**src/rtl/ipc_pkg.sv**
```systemverilog
// constants, field layouts and carrier types for the input path configuration registers
package ipc_pkg;

    // bus geometry
    localparam int unsigned ADDR_W  = 12;                 // byte address width
    localparam int unsigned DATA_W  = 32;                 // bus data width
    localparam int unsigned IDX_W   = 10;                 // register index width

    // register indices, byte address is four times the index
    localparam logic [9:0] IDX_P1R_SOURCE   = 10'h315;    // path 1 right source, low-power bit
    localparam logic [9:0] IDX_P2L_CONTROL  = 10'h318;    // path2_left_control
    localparam logic [9:0] IDX_P2L_SOURCE   = 10'h319;    // path2_left_source_select
    localparam logic [9:0] IDX_P2_OVERSAMP  = 10'h31A;    // path2_oversample_control
    localparam logic [9:0] IDX_P2R_CONTROL  = 10'h31C;    // path2_right_control
    localparam logic [9:0] IDX_STATUS       = 10'h3F0;    // read-only block state

    // field positions
    localparam int unsigned HPF_BIT     = 15;             // highpass enable
    localparam int unsigned REF_MSB     = 12;             // mic reference select
    localparam int unsigned REF_LSB     = 11;
    localparam int unsigned TYPE_BIT    = 10;             // path input type
    localparam int unsigned GAIN_MSB    = 7;              // preamp gain
    localparam int unsigned GAIN_LSB    = 1;
    localparam int unsigned SRC_MSB     = 14;             // left source select
    localparam int unsigned SRC_LSB     = 13;
    localparam int unsigned LP_BIT      = 11;             // low-power select
    localparam int unsigned OSR_MSB     = 10;             // oversample rate select
    localparam int unsigned OSR_LSB     = 8;

    // reset values
    localparam logic       RST_HPF  = 1'b0;
    localparam logic [1:0] RST_REF  = 2'h0;
    localparam logic       RST_TYPE = 1'b0;
    localparam logic [6:0] RST_GAIN = 7'h40;
    localparam logic [1:0] RST_SRC  = 2'h0;
    localparam logic       RST_LP   = 1'b0;
    localparam logic [2:0] RST_OSR  = 3'h5;

    // field encodings
    localparam logic [1:0] REF_RESERVED = 2'h3;           // reserved reference code
    localparam logic [6:0] GAIN_ZERO_DB = 7'h40;          // 0 dB, 1 dB steps upward
    localparam logic [6:0] GAIN_FIRST_RSV = 7'h60;        // first reserved code above range
    localparam logic [2:0] OSR_384K  = 3'h2;
    localparam logic [2:0] OSR_768K  = 3'h3;
    localparam logic [2:0] OSR_1536K = 3'h4;              // also mid-power for analog input
    localparam logic [2:0] OSR_3072K = 3'h5;              // also normal for analog input
    localparam logic [2:0] OSR_6144K = 3'h6;

    // avalon response codes
    localparam logic [1:0] RESP_OKAY  = 2'h0;
    localparam logic [1:0] RESP_SLVERR = 2'h2;

    // mic clock timing, phase accumulator toggles twice per mic clock period
    localparam longint unsigned CLK_HZ   = 20000000;
    localparam longint unsigned F384K_HZ = 384000;
    localparam longint unsigned F768K_HZ = 768000;
    localparam longint unsigned F1536K_HZ = 1536000;
    localparam longint unsigned F3072K_HZ = 3072000;
    localparam longint unsigned F6144K_HZ = 6144000;
    localparam int unsigned     NCO_W    = 24;
    localparam longint unsigned NCO_ONE  = 64'd1 << NCO_W;
    localparam logic [23:0] INC_384K  = 24'((2 * F384K_HZ  * NCO_ONE) / CLK_HZ);
    localparam logic [23:0] INC_768K  = 24'((2 * F768K_HZ  * NCO_ONE) / CLK_HZ);
    localparam logic [23:0] INC_1536K = 24'((2 * F1536K_HZ * NCO_ONE) / CLK_HZ);
    localparam logic [23:0] INC_3072K = 24'((2 * F3072K_HZ * NCO_ONE) / CLK_HZ);
    localparam logic [23:0] INC_6144K = 24'((2 * F6144K_HZ * NCO_ONE) / CLK_HZ);

    // stored configuration fields
    typedef struct packed {
        logic       left_highpass_enable;
        logic       right_highpass_enable;
        logic [1:0] mic_reference_select;
        logic       path_input_type;
        logic [2:0] oversample_rate_select;
        logic [6:0] left_preamp_gain;
        logic [6:0] right_preamp_gain;
        logic [1:0] left_source_select;
        logic       left_low_power_select;
        logic       path1_right_low_power_select;
    } ipc_cfg_t;

    // effective operating modes derived from the fields
    typedef struct packed {
        logic       digital_active;        // digital microphone input in use
        logic       mid_power_active;      // analog mid-power mode
        logic       left_low_power;        // path 2 left low power, analog only
        logic       path1_right_low_power; // path 1 right low power, for any input type
        logic       left_gain_valid;       // analog input and left gain code in 0 dB..31 dB range
        logic       right_gain_valid;      // analog input and right gain code in 0 dB..31 dB range
        logic [4:0] left_gain_db;          // left preamp gain in dB
        logic [4:0] right_gain_db;         // right preamp gain in dB
    } ipc_mode_t;

endpackage : ipc_pkg

```
**src/rtl/ipc_input_path_regs.sv**
```systemverilog
// configuration register bank for input path 2 with its mic clock and data capture
`timescale 1ns/1ps

// Function
// - bit 15 enables left highpass filter
// - independent right highpass enable at bit 15
// - bits 12:11 pick mic pin reference level
// - bit 10 analog or digital; mid-power code
// - oversample code sets digital mic clock rate
// - left gain 0x40 is 0 dB, 1 dB
// - right gain same encoding, resets to 0x40
// - bits 14:13 select left analog source pins
// - left bit 11 low power, analog only
// - path 1 right bit 11 low power
module ipc_input_path_regs (
    // clock and reset
    input  wire logic                   clk,
    input  wire logic                   rst_n,
    // avalon-mm slave
    input  wire logic [11:0]            address,
    input  wire logic                   read,
    input  wire logic                   write,
    input  wire logic [31:0]            writedata,
    input  wire logic [3:0]             byteenable,
    output logic                        waitrequest,
    output logic [31:0]                 readdata,
    output logic [1:0]                  response,
    // configuration towards the analog and filter paths
    output ipc_pkg::ipc_cfg_t           cfg,
    output ipc_pkg::ipc_mode_t          mode,
    // digital microphone pins
    output logic                        mic_clock_output,
    input  wire logic                   mic_data_input,
    // captured microphone bits
    output logic                        mic_left_bit,
    output logic                        mic_left_strobe,
    output logic                        mic_right_bit,
    output logic                        mic_right_strobe
);

    // bus decode
    logic [9:0]  idx;            // register index from byte address
    logic        req;            // a request is present
    logic        commit;         // write takes effect at this edge
    logic        capture;        // read data are formed at this edge
    logic        hit_p1r;        // path 1 right source selected
    logic        hit_p2l_ctl;    // path 2 left control selected
    logic        hit_p2l_src;    // path 2 left source selected
    logic        hit_osr;        // oversample control selected
    logic        hit_p2r_ctl;    // path 2 right control selected
    logic        hit_status;     // status selected
    logic        mapped;         // any register selected
    logic        lo_lane;        // bits 7:0 written
    logic        hi_lane;        // bits 15:8 written
    logic        next_waitrequest;
    logic [31:0] next_readdata;
    logic [1:0]  next_response;

    assign idx      = address[11:2];
    assign req      = read | write;
    assign capture  = req & waitrequest;
    assign commit   = write & ~waitrequest;
    assign lo_lane  = byteenable[0];
    assign hi_lane  = byteenable[1];

    // address decode
    assign hit_p1r     = (idx == ipc_pkg::IDX_P1R_SOURCE);
    assign hit_p2l_ctl = (idx == ipc_pkg::IDX_P2L_CONTROL);
    assign hit_p2l_src = (idx == ipc_pkg::IDX_P2L_SOURCE);
    assign hit_osr     = (idx == ipc_pkg::IDX_P2_OVERSAMP);
    assign hit_p2r_ctl = (idx == ipc_pkg::IDX_P2R_CONTROL);
    assign hit_status  = (idx == ipc_pkg::IDX_STATUS);
    assign mapped      = hit_p1r | hit_p2l_ctl | hit_p2l_src | hit_osr
                       | hit_p2r_ctl | hit_status;

    // reserved-code detection for status
    logic ref_rsv;               // reference code reserved
    logic osr_rsv;               // oversample code reserved for current type
    logic lgain_rsv;             // left gain code reserved
    logic rgain_rsv;             // right gain code reserved
    logic osr_clock_code;        // code names a mic clock rate
    logic osr_analog_code;       // code names an analog power mode

    assign ref_rsv   = (cfg.mic_reference_select == ipc_pkg::REF_RESERVED);
    assign osr_clock_code  = (cfg.oversample_rate_select >= ipc_pkg::OSR_384K)
                           && (cfg.oversample_rate_select <= ipc_pkg::OSR_6144K);
    assign osr_analog_code = (cfg.oversample_rate_select == ipc_pkg::OSR_1536K)
                           || (cfg.oversample_rate_select == ipc_pkg::OSR_3072K);
    assign osr_rsv   = cfg.path_input_type ? ~osr_clock_code : ~osr_analog_code;
    assign lgain_rsv = (cfg.left_preamp_gain < ipc_pkg::GAIN_ZERO_DB)
                     || (cfg.left_preamp_gain >= ipc_pkg::GAIN_FIRST_RSV);
    assign rgain_rsv = (cfg.right_preamp_gain < ipc_pkg::GAIN_ZERO_DB)
                     || (cfg.right_preamp_gain >= ipc_pkg::GAIN_FIRST_RSV);

    // read words, unused bits read as zero
    logic [31:0] rd_p1r;
    logic [31:0] rd_p2l_ctl;
    logic [31:0] rd_p2l_src;
    logic [31:0] rd_osr;
    logic [31:0] rd_p2r_ctl;
    logic [31:0] rd_status;

    assign rd_p1r     = {16'h0000, 4'h0, cfg.path1_right_low_power_select, 11'h000};
    assign rd_p2l_ctl = {16'h0000, cfg.left_highpass_enable, 2'h0,
                         cfg.mic_reference_select, cfg.path_input_type, 2'h0,
                         cfg.left_preamp_gain, 1'b0};
    assign rd_p2l_src = {16'h0000, 1'b0, cfg.left_source_select, 1'b0,
                         cfg.left_low_power_select, 11'h000};
    assign rd_osr     = {16'h0000, 5'h00, cfg.oversample_rate_select, 8'h00};
    assign rd_p2r_ctl = {16'h0000, cfg.right_highpass_enable, 7'h00,
                         cfg.right_preamp_gain, 1'b0};
    assign rd_status  = {27'h0000000, rgain_rsv, lgain_rsv, osr_rsv, ref_rsv,
                         mic_clock_output};

    // read data select
    assign next_readdata = hit_p1r     ? rd_p1r     :
                           hit_p2l_ctl ? rd_p2l_ctl :
                           hit_p2l_src ? rd_p2l_src :
                           hit_osr     ? rd_osr     :
                           hit_p2r_ctl ? rd_p2r_ctl :
                           hit_status  ? rd_status  : 32'h00000000;
    assign next_response = mapped ? ipc_pkg::RESP_OKAY : ipc_pkg::RESP_SLVERR;
    // one wait cycle, then release for the completing edge
    assign next_waitrequest = ~capture;

    // bus handshake and answer registers
    always_ff @(posedge clk) begin
        if (!rst_n) begin
            waitrequest <= 1'b1;
            readdata    <= 32'h00000000;
            response    <= ipc_pkg::RESP_OKAY;
        end else begin
            waitrequest <= next_waitrequest;
            if (capture) begin
                readdata <= read ? next_readdata : 32'h00000000;
                response <= next_response;
            end
        end
    end

    // write strobes per register and byte lane
    logic wr_p1r_hi;
    logic wr_ctl_l_hi;
    logic wr_ctl_l_lo;
    logic wr_src_hi;
    logic wr_osr_hi;
    logic wr_ctl_r_hi;
    logic wr_ctl_r_lo;

    assign wr_p1r_hi   = commit & hit_p1r & hi_lane;
    assign wr_ctl_l_hi = commit & hit_p2l_ctl & hi_lane;
    assign wr_ctl_l_lo = commit & hit_p2l_ctl & lo_lane;
    assign wr_src_hi   = commit & hit_p2l_src & hi_lane;
    assign wr_osr_hi   = commit & hit_osr & hi_lane;
    assign wr_ctl_r_hi = commit & hit_p2r_ctl & hi_lane;
    assign wr_ctl_r_lo = commit & hit_p2r_ctl & lo_lane;

    // path 2 left control fields
    always_ff @(posedge clk) begin
        if (!rst_n) begin
            cfg.left_highpass_enable <= ipc_pkg::RST_HPF;
            cfg.mic_reference_select <= ipc_pkg::RST_REF;
            cfg.path_input_type      <= ipc_pkg::RST_TYPE;
            cfg.left_preamp_gain     <= ipc_pkg::RST_GAIN;
        end else begin
            if (wr_ctl_l_hi) begin
                cfg.left_highpass_enable <= writedata[ipc_pkg::HPF_BIT];
                cfg.mic_reference_select <= writedata[ipc_pkg::REF_MSB:ipc_pkg::REF_LSB];
                cfg.path_input_type      <= writedata[ipc_pkg::TYPE_BIT];
            end
            if (wr_ctl_l_lo) begin
                cfg.left_preamp_gain <= writedata[ipc_pkg::GAIN_MSB:ipc_pkg::GAIN_LSB];
            end
        end
    end

    // path 2 right control fields
    always_ff @(posedge clk) begin
        if (!rst_n) begin
            cfg.right_highpass_enable <= ipc_pkg::RST_HPF;
            cfg.right_preamp_gain     <= ipc_pkg::RST_GAIN;
        end else begin
            if (wr_ctl_r_hi) begin
                cfg.right_highpass_enable <= writedata[ipc_pkg::HPF_BIT];
            end
            if (wr_ctl_r_lo) begin
                cfg.right_preamp_gain <= writedata[ipc_pkg::GAIN_MSB:ipc_pkg::GAIN_LSB];
            end
        end
    end

    // source, low-power and oversample fields
    always_ff @(posedge clk) begin
        if (!rst_n) begin
            cfg.left_source_select           <= ipc_pkg::RST_SRC;
            cfg.left_low_power_select        <= ipc_pkg::RST_LP;
            cfg.path1_right_low_power_select <= ipc_pkg::RST_LP;
            cfg.oversample_rate_select       <= ipc_pkg::RST_OSR;
        end else begin
            if (wr_src_hi) begin
                cfg.left_source_select    <= writedata[ipc_pkg::SRC_MSB:ipc_pkg::SRC_LSB];
                cfg.left_low_power_select <= writedata[ipc_pkg::LP_BIT];
            end
            if (wr_p1r_hi) begin
                cfg.path1_right_low_power_select <= writedata[ipc_pkg::LP_BIT];
            end
            if (wr_osr_hi) begin
                cfg.oversample_rate_select <= writedata[ipc_pkg::OSR_MSB:ipc_pkg::OSR_LSB];
            end
        end
    end

    // effective modes, left low power and gain only count for analog input
    ipc_pkg::ipc_mode_t next_mode;

    assign next_mode.digital_active   = cfg.path_input_type;
    assign next_mode.mid_power_active = ~cfg.path_input_type
                                      & (cfg.oversample_rate_select == ipc_pkg::OSR_1536K);
    assign next_mode.left_low_power   = ~cfg.path_input_type & cfg.left_low_power_select;
    assign next_mode.path1_right_low_power = cfg.path1_right_low_power_select;
    assign next_mode.left_gain_valid  = ~cfg.path_input_type & ~lgain_rsv;
    assign next_mode.right_gain_valid = ~cfg.path_input_type & ~rgain_rsv;
    assign next_mode.left_gain_db     = 5'(cfg.left_preamp_gain - ipc_pkg::GAIN_ZERO_DB);
    assign next_mode.right_gain_db    = 5'(cfg.right_preamp_gain - ipc_pkg::GAIN_ZERO_DB);

    // register the decoded modes so outputs come from flip-flops
    always_ff @(posedge clk) begin
        if (!rst_n) begin
            mode <= '0;
        end else begin
            mode <= next_mode;
        end
    end

    // mic clock rate selection, reserved codes and analog input stop the clock
    logic [23:0] nco_inc;        // accumulator step for the selected rate
    logic        clk_run;        // mic clock enabled

    assign nco_inc = (cfg.oversample_rate_select == ipc_pkg::OSR_384K)  ? ipc_pkg::INC_384K  :
                     (cfg.oversample_rate_select == ipc_pkg::OSR_768K)  ? ipc_pkg::INC_768K  :
                     (cfg.oversample_rate_select == ipc_pkg::OSR_1536K) ? ipc_pkg::INC_1536K :
                     (cfg.oversample_rate_select == ipc_pkg::OSR_3072K) ? ipc_pkg::INC_3072K :
                                                                          ipc_pkg::INC_6144K;
    assign clk_run = cfg.path_input_type & osr_clock_code;

    logic rise_pulse;            // mic clock just rose
    logic fall_pulse;            // mic clock just fell

    ipc_mic_clock_gen #(
        .ACC_W      (ipc_pkg::NCO_W)
    ) u_mic_clock (
        .clk        (clk),
        .rst_n      (rst_n),
        .run        (clk_run),
        .increment  (nco_inc),
        .mic_clk    (mic_clock_output),
        .rise_pulse (rise_pulse),
        .fall_pulse (fall_pulse)
    );

    // capture left data after the rising edge, right data after the falling edge
    always_ff @(posedge clk) begin
        if (!rst_n) begin
            mic_left_bit     <= 1'b0;
            mic_left_strobe  <= 1'b0;
            mic_right_bit    <= 1'b0;
            mic_right_strobe <= 1'b0;
        end else begin
            mic_left_strobe  <= rise_pulse;
            mic_right_strobe <= fall_pulse;
            if (rise_pulse) begin
                mic_left_bit <= mic_data_input;
            end
            if (fall_pulse) begin
                mic_right_bit <= mic_data_input;
            end
        end
    end
endmodule : ipc_input_path_regs

```
**src/rtl/ipc_mic_clock_gen.sv**
```systemverilog
// phase accumulator that makes the digital mic clock and its edge pulses
`timescale 1ns/1ps
module ipc_mic_clock_gen #(
    parameter int unsigned ACC_W = 24
) (
    // clock and reset
    input  wire logic             clk,
    input  wire logic             rst_n,
    // control
    input  wire logic             run,
    input  wire logic [ACC_W-1:0] increment,
    // mic clock and edge pulses
    output logic                  mic_clk,
    output logic                  rise_pulse,
    output logic                  fall_pulse
);

    logic [ACC_W-1:0] acc;      // phase accumulator
    logic [ACC_W:0]   sum;      // accumulator plus carry
    logic             toggle;   // half period elapsed

    assign sum    = {1'b0, acc} + {1'b0, increment};
    assign toggle = run & sum[ACC_W];

    // accumulate while running, park low and cleared when stopped
    always_ff @(posedge clk) begin
        if (!rst_n || !run) begin
            acc        <= '0;
            mic_clk    <= 1'b0;
            rise_pulse <= 1'b0;
            fall_pulse <= 1'b0;
        end else begin
            acc        <= sum[ACC_W-1:0];
            mic_clk    <= mic_clk ^ toggle;
            rise_pulse <= toggle & ~mic_clk;
            fall_pulse <= toggle & mic_clk;
        end
    end

endmodule : ipc_mic_clock_gen

```
**config.mk**
```make
export PLATFORM = sky130hd
export DESIGN_NAME = ipc_input_path_regs
export DESIGN_NICKNAME = d
export VERILOG_FILES = /design/src/rtl/ipc_pkg.sv /design/src/rtl/ipc_input_path_regs.sv /design/src/rtl/ipc_mic_clock_gen.sv
export SDC_FILE = /design/constraint.sdc
export NUM_CORES = 1
export LEC_CHECK = 0
export BUFFER_PORTS_ARGS = -buffer_cell sky130_fd_sc_hd__buf_2
export CORE_MARGIN = 4
export CORE_UTILIZATION = 50
export DETAILED_ROUTE_END_ITERATION = 7
export PLACE_DENSITY = 0.86
export SYNTH_ARGS = -nofsm -noshare
export SYNTH_HDL_FRONTEND = slang
export SYNTH_HIERARCHICAL = 1
export SYNTH_SLANG_ARGS = --single-unit
export TNS_END_PERCENT = 100
```
**constraint.sdc**
```tcl
create_clock -name clk -period 3.55 [get_ports clk]
set_input_delay 0.5325 -clock clk [delete_from_list [all_inputs] [get_ports clk]]
set_output_delay 0.5325 -clock clk [all_outputs]
set_load 0.02 [all_outputs]
```
== Word-level counts from Yosys, hierarchy flattened ==
Cells that the tools add are included.

* $add $sub $neg: 3
* Magnitude comparators: 6
* Eq/ne operators: 11
* Mux-type cells: 13
* Bitwise operators: 37
* Reductions and logical operators: 7

{| class="wikitable"
|+ Operator list
! kind !! number
|-
| 16-bit 2-to-1 mux || 6
|-
| 24-bit 2-to-1 mux || 4
|-
| 10-bit equality test (second input constant) || 6
|-
| 24-bit by 24-bit adder with 25-bit output || 1
|-
| 1-bit bitwise AND || 22
|-
| 7-bit greater-or-equal comparator (second input constant) || 2
|-
| 7-bit less-than comparator (second input constant) || 2
|-
| 5-bit by 1-bit subtractor with 5-bit output (second input constant) || 2
|-
| 1-bit inverter || 8
|-
| 3-bit by 2-bit equality test with 1-bit output (second input constant) || 2
|-
| 3-bit equality test (second input constant) || 2
|-
| 1-bit OR || 6
|-
| 5-bit 2-to-1 mux || 1
|-
| 1-bit logical OR || 4
|-
| 3-bit by 2-bit greater-or-equal comparator with 1-bit output (second input constant) || 1
|-
| 3-bit <= comparator (second input constant) || 1
|-
| 2-bit equality test (second input constant) || 1
|-
| 1-bit zero test || 2
|-
| 2-bit 2-to-1 mux || 1
|-
| 1-bit logical AND || 1
|-
| 1-bit 2-to-1 mux || 1
|-
| 1-bit XOR || 1
|}

* Register bits after elaboration: 108
* Input port bits: 53
* Output and inout bits: 82

== Depth between registers and ports, before layout ==
Gate-level depths: netlist of run 1.

* Depth after elaboration: 11
* Gate-level depth with buffers: 14
* Mapped depth without buffers: 14

== Hierarchy ==
The synthesis of run 1 kept the hierarchy.

{| class="wikitable"
|+ By module, submodules not included
! module !! times used !! cells an instance !! area an instance (um^2) !! seq. area each (um^2)
|-
| ipc_input_path_regs || 1 || 308 || 2936.6 || 1281.2
|-
| ipc_mic_clock_gen || 1 || 257 || 2083.2 || 540.5
|}

== Worst setup path after synthesis of run 1 ==
OpenSTA, ideal clock, no wires.

* Path kind: flip-flop to flip-flop
* Start: register cfg[19] (netlist bit)
* End: register u_mic_clock.fall_pulse
* Library setup time: 116 ps
* Arrival time: 3078 ps
* Path slack: 356 ps
* Stages on the path, launching flop included: 15
* Buffers on the path: 0
* Period minus slack after synthesis: 3194 ps
* Cells stage by stage: dfxtp_1 -> nor2b_1 -> nand2_1 -> inv_1 -> nor2_1 -> ha_1 -> fa_1 -> a21oi_1 -> o21ai_1 -> and2_1 -> o2111ai_1 -> a21oi_1 -> o31a_1 -> ha_1 -> and3_1

* Elaborated cells on any way between the ends: 17

{| class="wikitable"
|+ RTL lines
! element !! RTL line !! text
|-
| start, declared || ipc_input_path_regs.sv:29 || <nowiki>output ipc_pkg::ipc_cfg_t cfg,</nowiki>
|-
| 3-bit equality test || ipc_input_path_regs.sv:241 || <nowiki>(cfg.oversample_rate_select == ipc_pkg::OSR_1536K) ? ipc_pkg::INC_1536K :</nowiki>
|-
| 24-bit 2-to-1 mux || ipc_input_path_regs.sv:241 ||
|-
| 24-bit 2-to-1 mux || ipc_input_path_regs.sv:240 || <nowiki>(cfg.oversample_rate_select == ipc_pkg::OSR_768K) ? ipc_pkg::INC_768K :</nowiki>
|-
| 24-bit 2-to-1 mux (*) || ipc_input_path_regs.sv:239 || <nowiki>assign nco_inc = (cfg.oversample_rate_select == ipc_pkg::OSR_384K) ? ipc_pkg::INC_384K :</nowiki>
|-
| named net nco_inc[1] || ipc_input_path_regs.sv:236 || <nowiki>logic [23:0] nco_inc;</nowiki>
|-
| 24-bit by 24-bit adder with 25-bit output (*) || ipc_mic_clock_gen.sv:22 || <nowiki>assign sum = {1'b0, acc} + {1'b0, increment};</nowiki>
|-
| 1-bit bitwise AND (*) || ipc_mic_clock_gen.sv:23 || <nowiki>assign toggle = run & sum[ACC_W];</nowiki>
|-
| 1-bit bitwise AND (*) || ipc_mic_clock_gen.sv:36 || <nowiki>fall_pulse <= toggle & mic_clk;</nowiki>
|-
| end signal, assigned || ipc_mic_clock_gen.sv:36 ||
|-
| end, declared || ipc_mic_clock_gen.sv:15 || <nowiki>output logic fall_pulse</nowiki>
|}

The timed path passes the listed nets; every way through them passes the cells marked *.
A chain may end at the register's enable or synchronous reset.

== Worst setup path in the final report of run 1 ==
* Start: register cfg[19] (netlist bit)
* End: register u_mic_clock.rise_pulse

* Elaborated cells on any way between the ends: 17

{| class="wikitable"
|+ RTL lines
! element !! RTL line !! text
|-
| 3-bit equality test || ipc_input_path_regs.sv:241 ||
|-
| 24-bit 2-to-1 mux || ipc_input_path_regs.sv:241 ||
|-
| 24-bit 2-to-1 mux || ipc_input_path_regs.sv:240 ||
|-
| 24-bit 2-to-1 mux (*) || ipc_input_path_regs.sv:239 ||
|-
| named net nco_inc[1] || ipc_input_path_regs.sv:236 ||
|-
| 24-bit by 24-bit adder with 25-bit output (*) || ipc_mic_clock_gen.sv:22 ||
|-
| 1-bit bitwise AND (*) || ipc_mic_clock_gen.sv:23 ||
|-
| 1-bit bitwise AND (*) || ipc_mic_clock_gen.sv:35 || <nowiki>rise_pulse <= toggle & ~mic_clk;</nowiki>
|-
| end signal, assigned || ipc_mic_clock_gen.sv:35 ||
|-
| end, declared || ipc_mic_clock_gen.sv:14 || <nowiki>output logic rise_pulse,</nowiki>
|}

Marks and branches as above.

==> out/qor.csv, run 1 <==
metric,value,unit
status,"complete, no violations",
setup_viol,0,
cts_root_buf,clkbuf_8,
ant_nets,0,
clk_pin_slew,90,ps
vias,4469,
ys.flop_type,dfxtp_1,
grt_use_met2,0.378,
rows,36,
multi_input_area,2860,um^2
htree_num_levels,3,
synth_compound_area_frac,0.176,
first_pass_iters,5,
clkSinkCount,91,
drt-initial-drc-count,277,
syn_to_final_growth,13.3,%
drv_cap,0,
die_w,108,um
wl_per_cell,16.5,um
netlist_area,5020,um^2
critical_path_class,reg2reg,
synth_cell_type_count,63,
place_area,5490,um^2
synthAdderAreaFrac,0.0688,
synth_top_family_by_area,simple AND/OR/NAND/NOR gates,
finalMaxSlewViolations,0,
hold_viol_final,0,
grt_usage,0.221,
worst_slew_pin_slew,790,ps
grt_use_met3,0.0376,
ctsResizeCount,0,
grt_pass1_wl,20700,um
drc,0,
initial_utilization,0.514,
fillers,883,
start_kind,flip-flop,
cts_buffers,9,
leakage,0.00242,uW
fp.dieH,108,um
finalInstanceArea,5690,um^2
ctsHoldBuffers,0,
synthCells,565,
crit_path_end_kind,flip-flop,
ys_warn_count,6,
grt_pass1_vias,4239,
final_nets,729,
seq_area,1820,um^2
ir_drop,0.000226,V
fin_crit_sh,0.936,
avgViaCountPerCell,5.69,
cts_setup_buffers,0,
yosysSeqAreaShare,0.363,
synthSimpleGateAreaFrac,0.231,
wirelength,13000,um
cp_max_fo,4,
synthMuxAreaShare,0.0618,
clock.fmax,301,MHz
instances_no_fill,786,
powerDensity,320,nW/um^2
drive_gt1_frac,0.228,
grt_max_degree,53,
io_pins,135,
dp_cells,771,
hp-class,in2reg,
gr-total-overflow,0,
hpwl,9880,um
gp_congestion,0.938,
synth-async-reset-ratio,0,
ys_ff_latch,91,
worst_ep_arrival_time,3580,ps
antenna_cells,0,
antenna_found_initial,0,
clock_skew,11.0,ps
clk-insertion-delay-late,350,ps
layout_min_cycle_time,3320,ps
clock_path_buffers,2,
grt.busiest_layer,met2,
required,3810,ps
grt_use_met1,0.287,
max_slew_margin,0.470,
synth-xor-area-share,0.0174,
avgSynthCellArea,8.88,um^2
die-area,11700,um^2
synth_edf_count,0,
io_buffers,96,
core-area,9770,um^2
cts_tree,done,
## synthesized netlist by cell type (3+ instances only)
| master | instances | area share |
|---|---|---|
| and2_1 | 14 | 0.017 |
| clkbuf_1 | 14 | 0.010 |
| nor4_1 | 9 | 0.011 |
| ha_1 | 26 | 0.065 |
| o21ai_1 | 10 | 0.010 |
| nor2b_1 | 29 | 0.036 |
| inv_1 | 23 | 0.017 |
| nand3_1 | 10 | 0.010 |
| or2_2 | 3 | 0.0037 |
| xor2_1 | 3 | 0.0052 |
| a21o_1 | 10 | 0.015 |
| a32oi_1 | 10 | 0.017 |
| o21a_1 | 9 | 0.013 |
| o21ai_0 | 11 | 0.011 |
| a31oi_1 | 3 | 0.0037 |
| or4bb_1 | 4 | 0.0090 |
| nor3_1 | 17 | 0.017 |
| nor3b_1 | 6 | 0.0090 |
| mux2i_1 | 31 | 0.062 |
| a21oi_2 | 4 | 0.0070 |
| buf_4 | 30 | 0.045 |
| buf_2 | 4 | 0.0040 |
| dfxtp_1 | 91 | 0.36 |
| a22oi_1 | 8 | 0.012 |
| o211ai_1 | 4 | 0.0060 |
| nor4_4 | 3 | 0.013 |
| xnor2_1 | 7 | 0.012 |
| o221ai_1 | 3 | 0.0052 |
| nand4_1 | 5 | 0.0062 |
| nor2_1 | 40 | 0.030 |
| and3_1 | 4 | 0.0050 |
| nand2_1 | 41 | 0.031 |
| nand2b_1 | 5 | 0.0062 |
| a21oi_1 | 36 | 0.036 |
## state kept, by name, indices dropped and copies added (netlist names)
| signal | flops |
|---|---|
| cfg | 26 |
| u_mic_clock/acc | 24 |
| mode | 16 |
| readdata | 16 |
| mic_left_bit | 1 |
| mic_left_strobe | 1 |
| mic_right_bit | 1 |
| mic_right_strobe | 1 |
| response | 1 |
| u_mic_clock/fall_pulse | 1 |
| u_mic_clock/mic_clk | 1 |
| u_mic_clock/rise_pulse | 1 |
| waitrequest | 1 |
## final timing paths
path              slack, ps  cells after the start    startpoint                      to
setup / recovery        230                     14       cfg[19]  u_mic_clock/rise_pulse
hold / removal          400                      3  writedata[8]                 cfg[18]
setup reg to reg        230                     14       cfg[19]  u_mic_clock/rise_pulse
hold reg to reg         470                      2   readdata[6]             readdata[6]
## layout by cell type (no fill, tap or decap), types with 8 or more instances in the layout
cell type	n
buf_2	96
dfxtp_1	91
nand2_1	41
nor2_1	40
a21oi_1	36
mux2i_1	31
nor2b_1	27
ha_1	26
inv_1	23
nor3_1	17
conb_1	17
and2_1	14
o21ai_1	11
buf_4	11
o21ai_0	10
a32oi_1	10
nand3_1	10
a21o_1	10
nor4_1	9
clkbuf_8	9
o21a_1	9
a22oi_1	8
## through the flow
step | utilization | total power, uW | hold WS (ps) | worst slack [ps] | TNS [ps]
after global routing | 0.582 | 1880 | 411 | -27.0 | -47.2
after CTS | 0.581 | 1830 | 384 | 156 | 0
after floorplan | - | 1130 | 443 | 356 | 0
after global placement | 0.562 | 1150 | 445 | 296 | 0
after detailed placement | 0.562 | 1150 | 456 | 184 | 0
final | 0.582 | 1820 | 399 | 227 | 0
## critical path, stage by stage (launching register included)
cell and delay, ps:
dfxtp_1 400, nor2b_2 220, nand2_1 100, inv_1 140, nor2_1 80, ha_1 260, fa_1 430, a21oi_1 210
o21ai_1 160, and2_1 200, o2111ai_2 240, a21oi_1 120, o31a_1 320, ha_1 180, and3_1 170
## routing by layer
layer,part of all wire,routed length [um],vias to the layer above
met5,0,0,-
met4,0.024,306,0
met3,0.063,819,34
met2,0.48,6260,194
met1,0.43,5560,2091
li1,-,-,2150
## layout make-up
| class | count | area share |
|---|---|---|
| clock buffers | 9 | 0.0218 |
| clock inverters | 6 | 0.0114 |
| inverters | 23 | 0.0152 |
| multi-input cells | 417 | 0.503 |
| flip-flops and latches | 91 | 0.320 |
| well taps | 133 | 0.0293 |
| repair buffers | 107 | 0.0990 |
## cells by family (layout without fill, tap and decap cells)
| group | count (synthesis) | count (layout) |
|---|---|---|
| fa+ha+maj | 27 | 27 |
| simple gates | 204 | 204 |
| compound gates | 128 | 128 |
| flops | 91 | 91 |
| other cells | 1 | 17 |
| xor+xnor | 10 | 10 |
| mux | 31 | 31 |
| buf+inv | 73 | 145 |
## where the power goes
part	leakage, uW	switching, uW	internal [uW]	total, uW
Sequential	0.000734	2.51	1020	1030
Clock	0.0000955	371	323	694
Combinational	0.00159	71.3	31.1	102
Note: power is estimated with default switching activity, not from simulation.
==> run 2, diff against run 1 <==
- SYNTH_HIERARCHICAL: 1 -> default
==> out/qor.csv, run 2 <==
metric,value,unit
status,"complete, no violations",
p_sw_frac,0.239,
rsz0062_at_grt,false,
clk_pin_slew,90,ps
io_pins,135,
syn_to_final_growth,14.6,%
start_kind,flip-flop,
hold_viol_final,0,
dp_cells,752,
hpwl,9310,um
die-area,11400,um^2
io_buffers,96,
pwr-share-seq,0.564,
clkSinkCount,91,
synth_edf_count,0,
avgSynthCellArea,8.95,um^2
clock_skew,9.57,ps
cp_max_fo,5,
antenna_cells,0,
worst_ep_arrival_time,3510,ps
synth.area.top_cells,"dfxtp_1 37%, ha_1 6.1%, mux2i_1 4.9%, buf_4 4.4%, nor2b_1 4.1%",
ctsHoldBuffers,0,
hold_ws,414,ps
clock_power_share,0.389,
clock.fmax,304,MHz
drive_gt1_frac,0.228,
rrSetupSlack,260,ps
fp.dieH,107,um
ir_drop,0.000283,V
drv_cap,0,
synthCells,547,
multi_input_area,2790,um^2
final_nets,712,
ant_nets,0,
max_slew_margin,0.399,
avgViaCountPerCell,5.47,
synth_most_common_cell,dfxtp_1,
first_pass_iters,5,
synth_cell_type_count,69,
largest_reg_flops,26,
drc,0,
yosysTopAreaCellShare,0.372,
synth_area_leader_cell,dfxtp_1,
synth-async-reset-ratio,0,
power.total,1820,uW
yosys-top-cells-count,"91 x dfxtp_1, 42 x nand2_1, 40 x nor2_1",
clk-insertion-delay-late,350,ps
grt_pass1_vias,4077,
setup_viol,0,
top_regs,"cfg (26), u_mic_clock.acc (24)",
ys_warn_count,0,
die_w,107,um
required,3760,ps
final_cell_mix,"96 x buf_2, 90 x dfxtp_1, 42 x nand2_1, 40 x nor2_1, 32 x nor2b_1",
power.switching,435,uW
fillers,828,
finalMaxSlewViolations,0,
cts_buffers,9,
netlist_area,4900,um^2
drt-initial-drc-count,254,
rows,35,
cts_root_buf,clkbuf_8,
gr-total-overflow,0,
worst_slew_pin_slew,899,ps
combPwrFrac,0.047,
layout_min_cycle_time,3290,ps
grt_max_degree,61,
gp_congestion,0.906,
final_common_cell,buf_2,
core-area,9370,um^2
antenna_found_initial,0,
initial_utilization,0.523,
instances_no_fill,768,
fin_setup_tns,0,ps
critical_path_class,reg2reg,
grt_pass1_wl,19500,um
grt_usage,0.208,
powerDensity,324,nW/um^2
fin_crit_sh,0.928,
wl_per_cell,15.7,um
cts_tree,done,
hp-class,in2reg,
ctsResizeCount,0,
htree_num_levels,3,
seq_area,1820,um^2
wirelength,12000,um
top_register,cfg,
yosysSeqAreaShare,0.372,
vias,4199,
leakage,0.00253,uW
ys_ff_latch,91,
clock_path_buffers,2,
ys.flop_type,dfxtp_1,
intPower,1380,uW
cts_setup_buffers,0,
crit_path_end_kind,flip-flop,
-- run 2: cell types whose count changed in the layout (fill, tap and decap cells not counted), moves of 7 or more --
cell / change
a21boi_0: +10
mux2i_1: -7
nor4_1: -8
and2_1: +8
o21ai_0: +10
a22oi_1: +8
nor3_1: -7
o21ai_1: -8
a32oi_1: -9
a21oi_1: -20
-- run 2: power groups by stage --
stage | clock network, uW | logic, uW | registers, uW
6_report | 706 | 85.5 | 1030
5_1_grt | 759 | 91.2 | 1030
4_1_cts | 720 | 84.2 | 1030
3_5_place_dp | 0 | 83.8 | 1050
3_3_place_gp | 0 | 82.1 | 1050
2_1_floorplan | 0 | 61.3 | 1050
-- run 2: worst max-delay path: stages (launching register included) --
cell and delay [ps]:
dfxtp_2 420, and2b_1 190, inv_1 80, nor2_1 130, nor2_1 90, ha_1 230
fa_1 420, nand3_1 170, a41oi_2 180, o311ai_4 350, a2111oi_4 160, o211ai_2 270
a21oi_2 120, ha_1 300, nor2_1 40
-- run 2: per-stage QoR --
step | utilization | area, um^2 | setup slack [ps]
CTS | 0.596 | 5580 | 32.1
global route | 0.599 | 5610 | 3.44
finish | 0.599 | 5610 | 257
global placement | 0.574 | 5380 | 245
floorplan | - | 4960 | 236
detailed placement | 0.574 | 5380 | 68.9
-- run 2: path summary, 6_finish.rpt --
| check | depth (start not counted) | start | to |
|---|---|---|---|
| setup / recovery | 14 | cfg[19] | u_mic_clock.mic_clk |
| hold / removal | 2 | write | waitrequest |
| setup reg to reg | 14 | cfg[19] | u_mic_clock.mic_clk |
| hold reg to reg | 1 | cfg[18] | mode[14] |
-- run 2: layout make-up --
| cell class | instances | share of cell area |
|---|---|---|
| inverters | 19 | 0.0127 |
| multi-input cells | 405 | 0.497 |
| clock inverters | 6 | 0.0127 |
| clock buffers | 10 | 0.0227 |
| flip-flops and latches | 91 | 0.325 |
| well taps | 129 | 0.0287 |
| repair buffers | 108 | 0.102 |
-- run 2: routing by layer --
layer  GRT usage  vias up  share of wire
met2       0.371      135           0.49
met5           0        -              0
met1       0.254     1991           0.42
met4      0.0612        0          0.021
met3      0.0415       22          0.063
li1            -     2051              -
-- run 2: logic make-up (layout without fill, tap and decap cells) --
logic type      count (synthesis)  after routing  share of synthesized area
xor+xnor                       16             16                     0.0324
simple gates                  198            198                      0.216
flops                          91             91                      0.372
buf+inv                        67            143                     0.0769
compound gates                122            122                      0.180
mux                            25             25                     0.0514
other cells                     1             17                   0.000766
fa+ha+maj                      27             27                     0.0698
==> run 3, diff against run 2 <==
- CORE_UTILIZATION: 50 -> 31
- CTS_BUF_LIST: default -> sky130_fd_sc_hd__clkbuf_2 sky130_fd_sc_hd__clkbuf_4 sky130_fd_sc_hd__clkbuf_8
- PLACE_DENSITY: 0.86 -> 0.61
==> out/qor.csv, run 3 (synthesis results as in run 2) <==
metric,value,unit
status,"complete, no violations",
combPwrFrac,0.048,
grt_use_met3,0.0279,
grt.busiest_layer,met2,
worst_slew_pin_slew,884,ps
clock_path_buffers,2,
grt_pass1_vias,3925,
finalMaxSlewViolations,0,
fin_setup_tns,0,ps
largest_reg_flops,26,
dp_cells,834,
grt_use_met2,0.235,
fin_crit_sh,0.914,
final_cell_mix,"96 x buf_2, 90 x dfxtp_1, 42 x nand2_1, 40 x nor2_1, 31 x nor2b_1",
setup_viol,0,
avgViaCountPerCell,4.80,
ctsHoldBuffers,0,
p_sw_frac,0.233,
fp.dieH,134,um
rows,45,
clock_skew,11.1,ps
grt_use_met1,0.180,
pwr-share-seq,0.562,
rsz0062_at_grt,false,
die-area,17900,um^2
max_slew_margin,0.409,
hold_viol_final,0,
top_register,cfg,
clk_pin_slew,90,ps
worst_ep_arrival_time,3480,ps
critPathSlowestCell,a221o_1,
top_regs,"cfg (26), u_mic_clock.acc (24)",
vias,4083,
utilization,0.372,
clkSinkCount,91,
leakage,0.00255,uW
cp_max_fo,7,
power.switching,426,uW
htree_num_levels,3,
cpPeakStageDelay,410,ps
io_pins,135,
die_w,134,um
final_common_cell,buf_2,
intPower,1400,uW
drc,0,
drt-initial-drc-count,287,
io_buffers,96,
clock_power_share,0.391,
critical_path_class,reg2reg,
grt_usage,0.140,
crit_path_end_kind,flip-flop,
cts_root_buf,clkbuf_8,
hpwl,9830,um
grt_pass1_wl,20300,um
clk-insertion-delay-late,370,ps
power.total,1830,uW
final_nets,713,
syn_to_final_growth,16.5,%
clock.fmax,308,MHz
cp_cell_sequence,"buf_4, xor2_4, nand2_2, inv_2, ha_1, a21oi_1, inv_1, maj3_2, a221o_1, o211ai_2, a21oi_1, ha_1, nor2_1",
antenna_found_initial,0,
required,3780,ps
cts_tree,done,
drv_cap,0,
wl_per_cell,14.9,um
initial_utilization,0.320,
gp_congestion,0.898,
ir_drop,0.000145,V
drive_gt1_frac,0.230,
start_kind,flip-flop,
layout_min_cycle_time,3240,ps
wirelength,12700,um
gr-total-overflow,0,
ant_nets,0,
cts_buffers,9,
antenna_cells,0,
instances_no_fill,851,
first_pass_iters,7,
core-area,15300,um^2
grt_max_degree,61,
powerDensity,320,nW/um^2
hp-class,in2reg,
run 3: through the flow:
stage | hold WS [ps] | area, um^2 | worst slack (ps)
5_1_grt | 402 | 5700 | 36.9
2_1_floorplan | 453 | 4960 | 236
3_5_place_dp | 455 | 5490 | 239
4_1_cts | 362 | 5680 | 188
3_3_place_gp | 447 | 5490 | 234
6_report | 387 | 5700 | 305
run 3: routing by layer:
metal	share of wire	vias up
met2	0.47	125
met1	0.46	1894
li1	-	2048
met3	0.056	16
met5	0	-
met4	0.013	0
run 3: layout make-up:
cell class	count	area [um^2]
inverter	19	71.3
tap	211	264
clock inverter	5	52.6
timing repair buffer	109	578
multi-input combinational	405	2770
clock buffer	11	145
sequential	91	1820
fill	1593	9610
run 3: what timing repair did:
| item | 4_1_cts | 5_1_grt |
|---|---|---|
| resized for setup | 0 | 4 |
| endpoints found under the setup margin | 0 | 1 |
| endpoints found under the hold margin | 0 | 0 |
| setup buffers | 0 | 1 |
run 3: power groups by stage:
stage | sequential, uW | combinational, uW | clock, uW
2_1_floorplan | 1050 | 61.3 | 0
3_3_place_gp | 1050 | 85.3 | 0
3_5_place_dp | 1050 | 86.7 | 0
4_1_cts | 1030 | 87.1 | 744
5_1_grt | 1030 | 94.8 | 781
6_report | 1030 | 87.1 | 714
run 3: final timing paths:
kind / startpoint / to / slack, ps / cells past startpoint
max: cfg[20] / u_mic_clock.mic_clk / 310 / 13
min: writedata[8] / cfg[18] / 390 / 3
max reg2reg: cfg[20] / u_mic_clock.mic_clk / 310 / 13
min reg2reg: readdata[5] / readdata[5] / 470 / 2
run 3: worst max-delay path: cells and delay by family, from the launching register on:
kind            cells  cell delay, ps
buf+inv             3             380
compound gates      4            1010
flops               1             380
simple gates        2             170
xor+xnor            1             250
fa+ha+maj           3             920
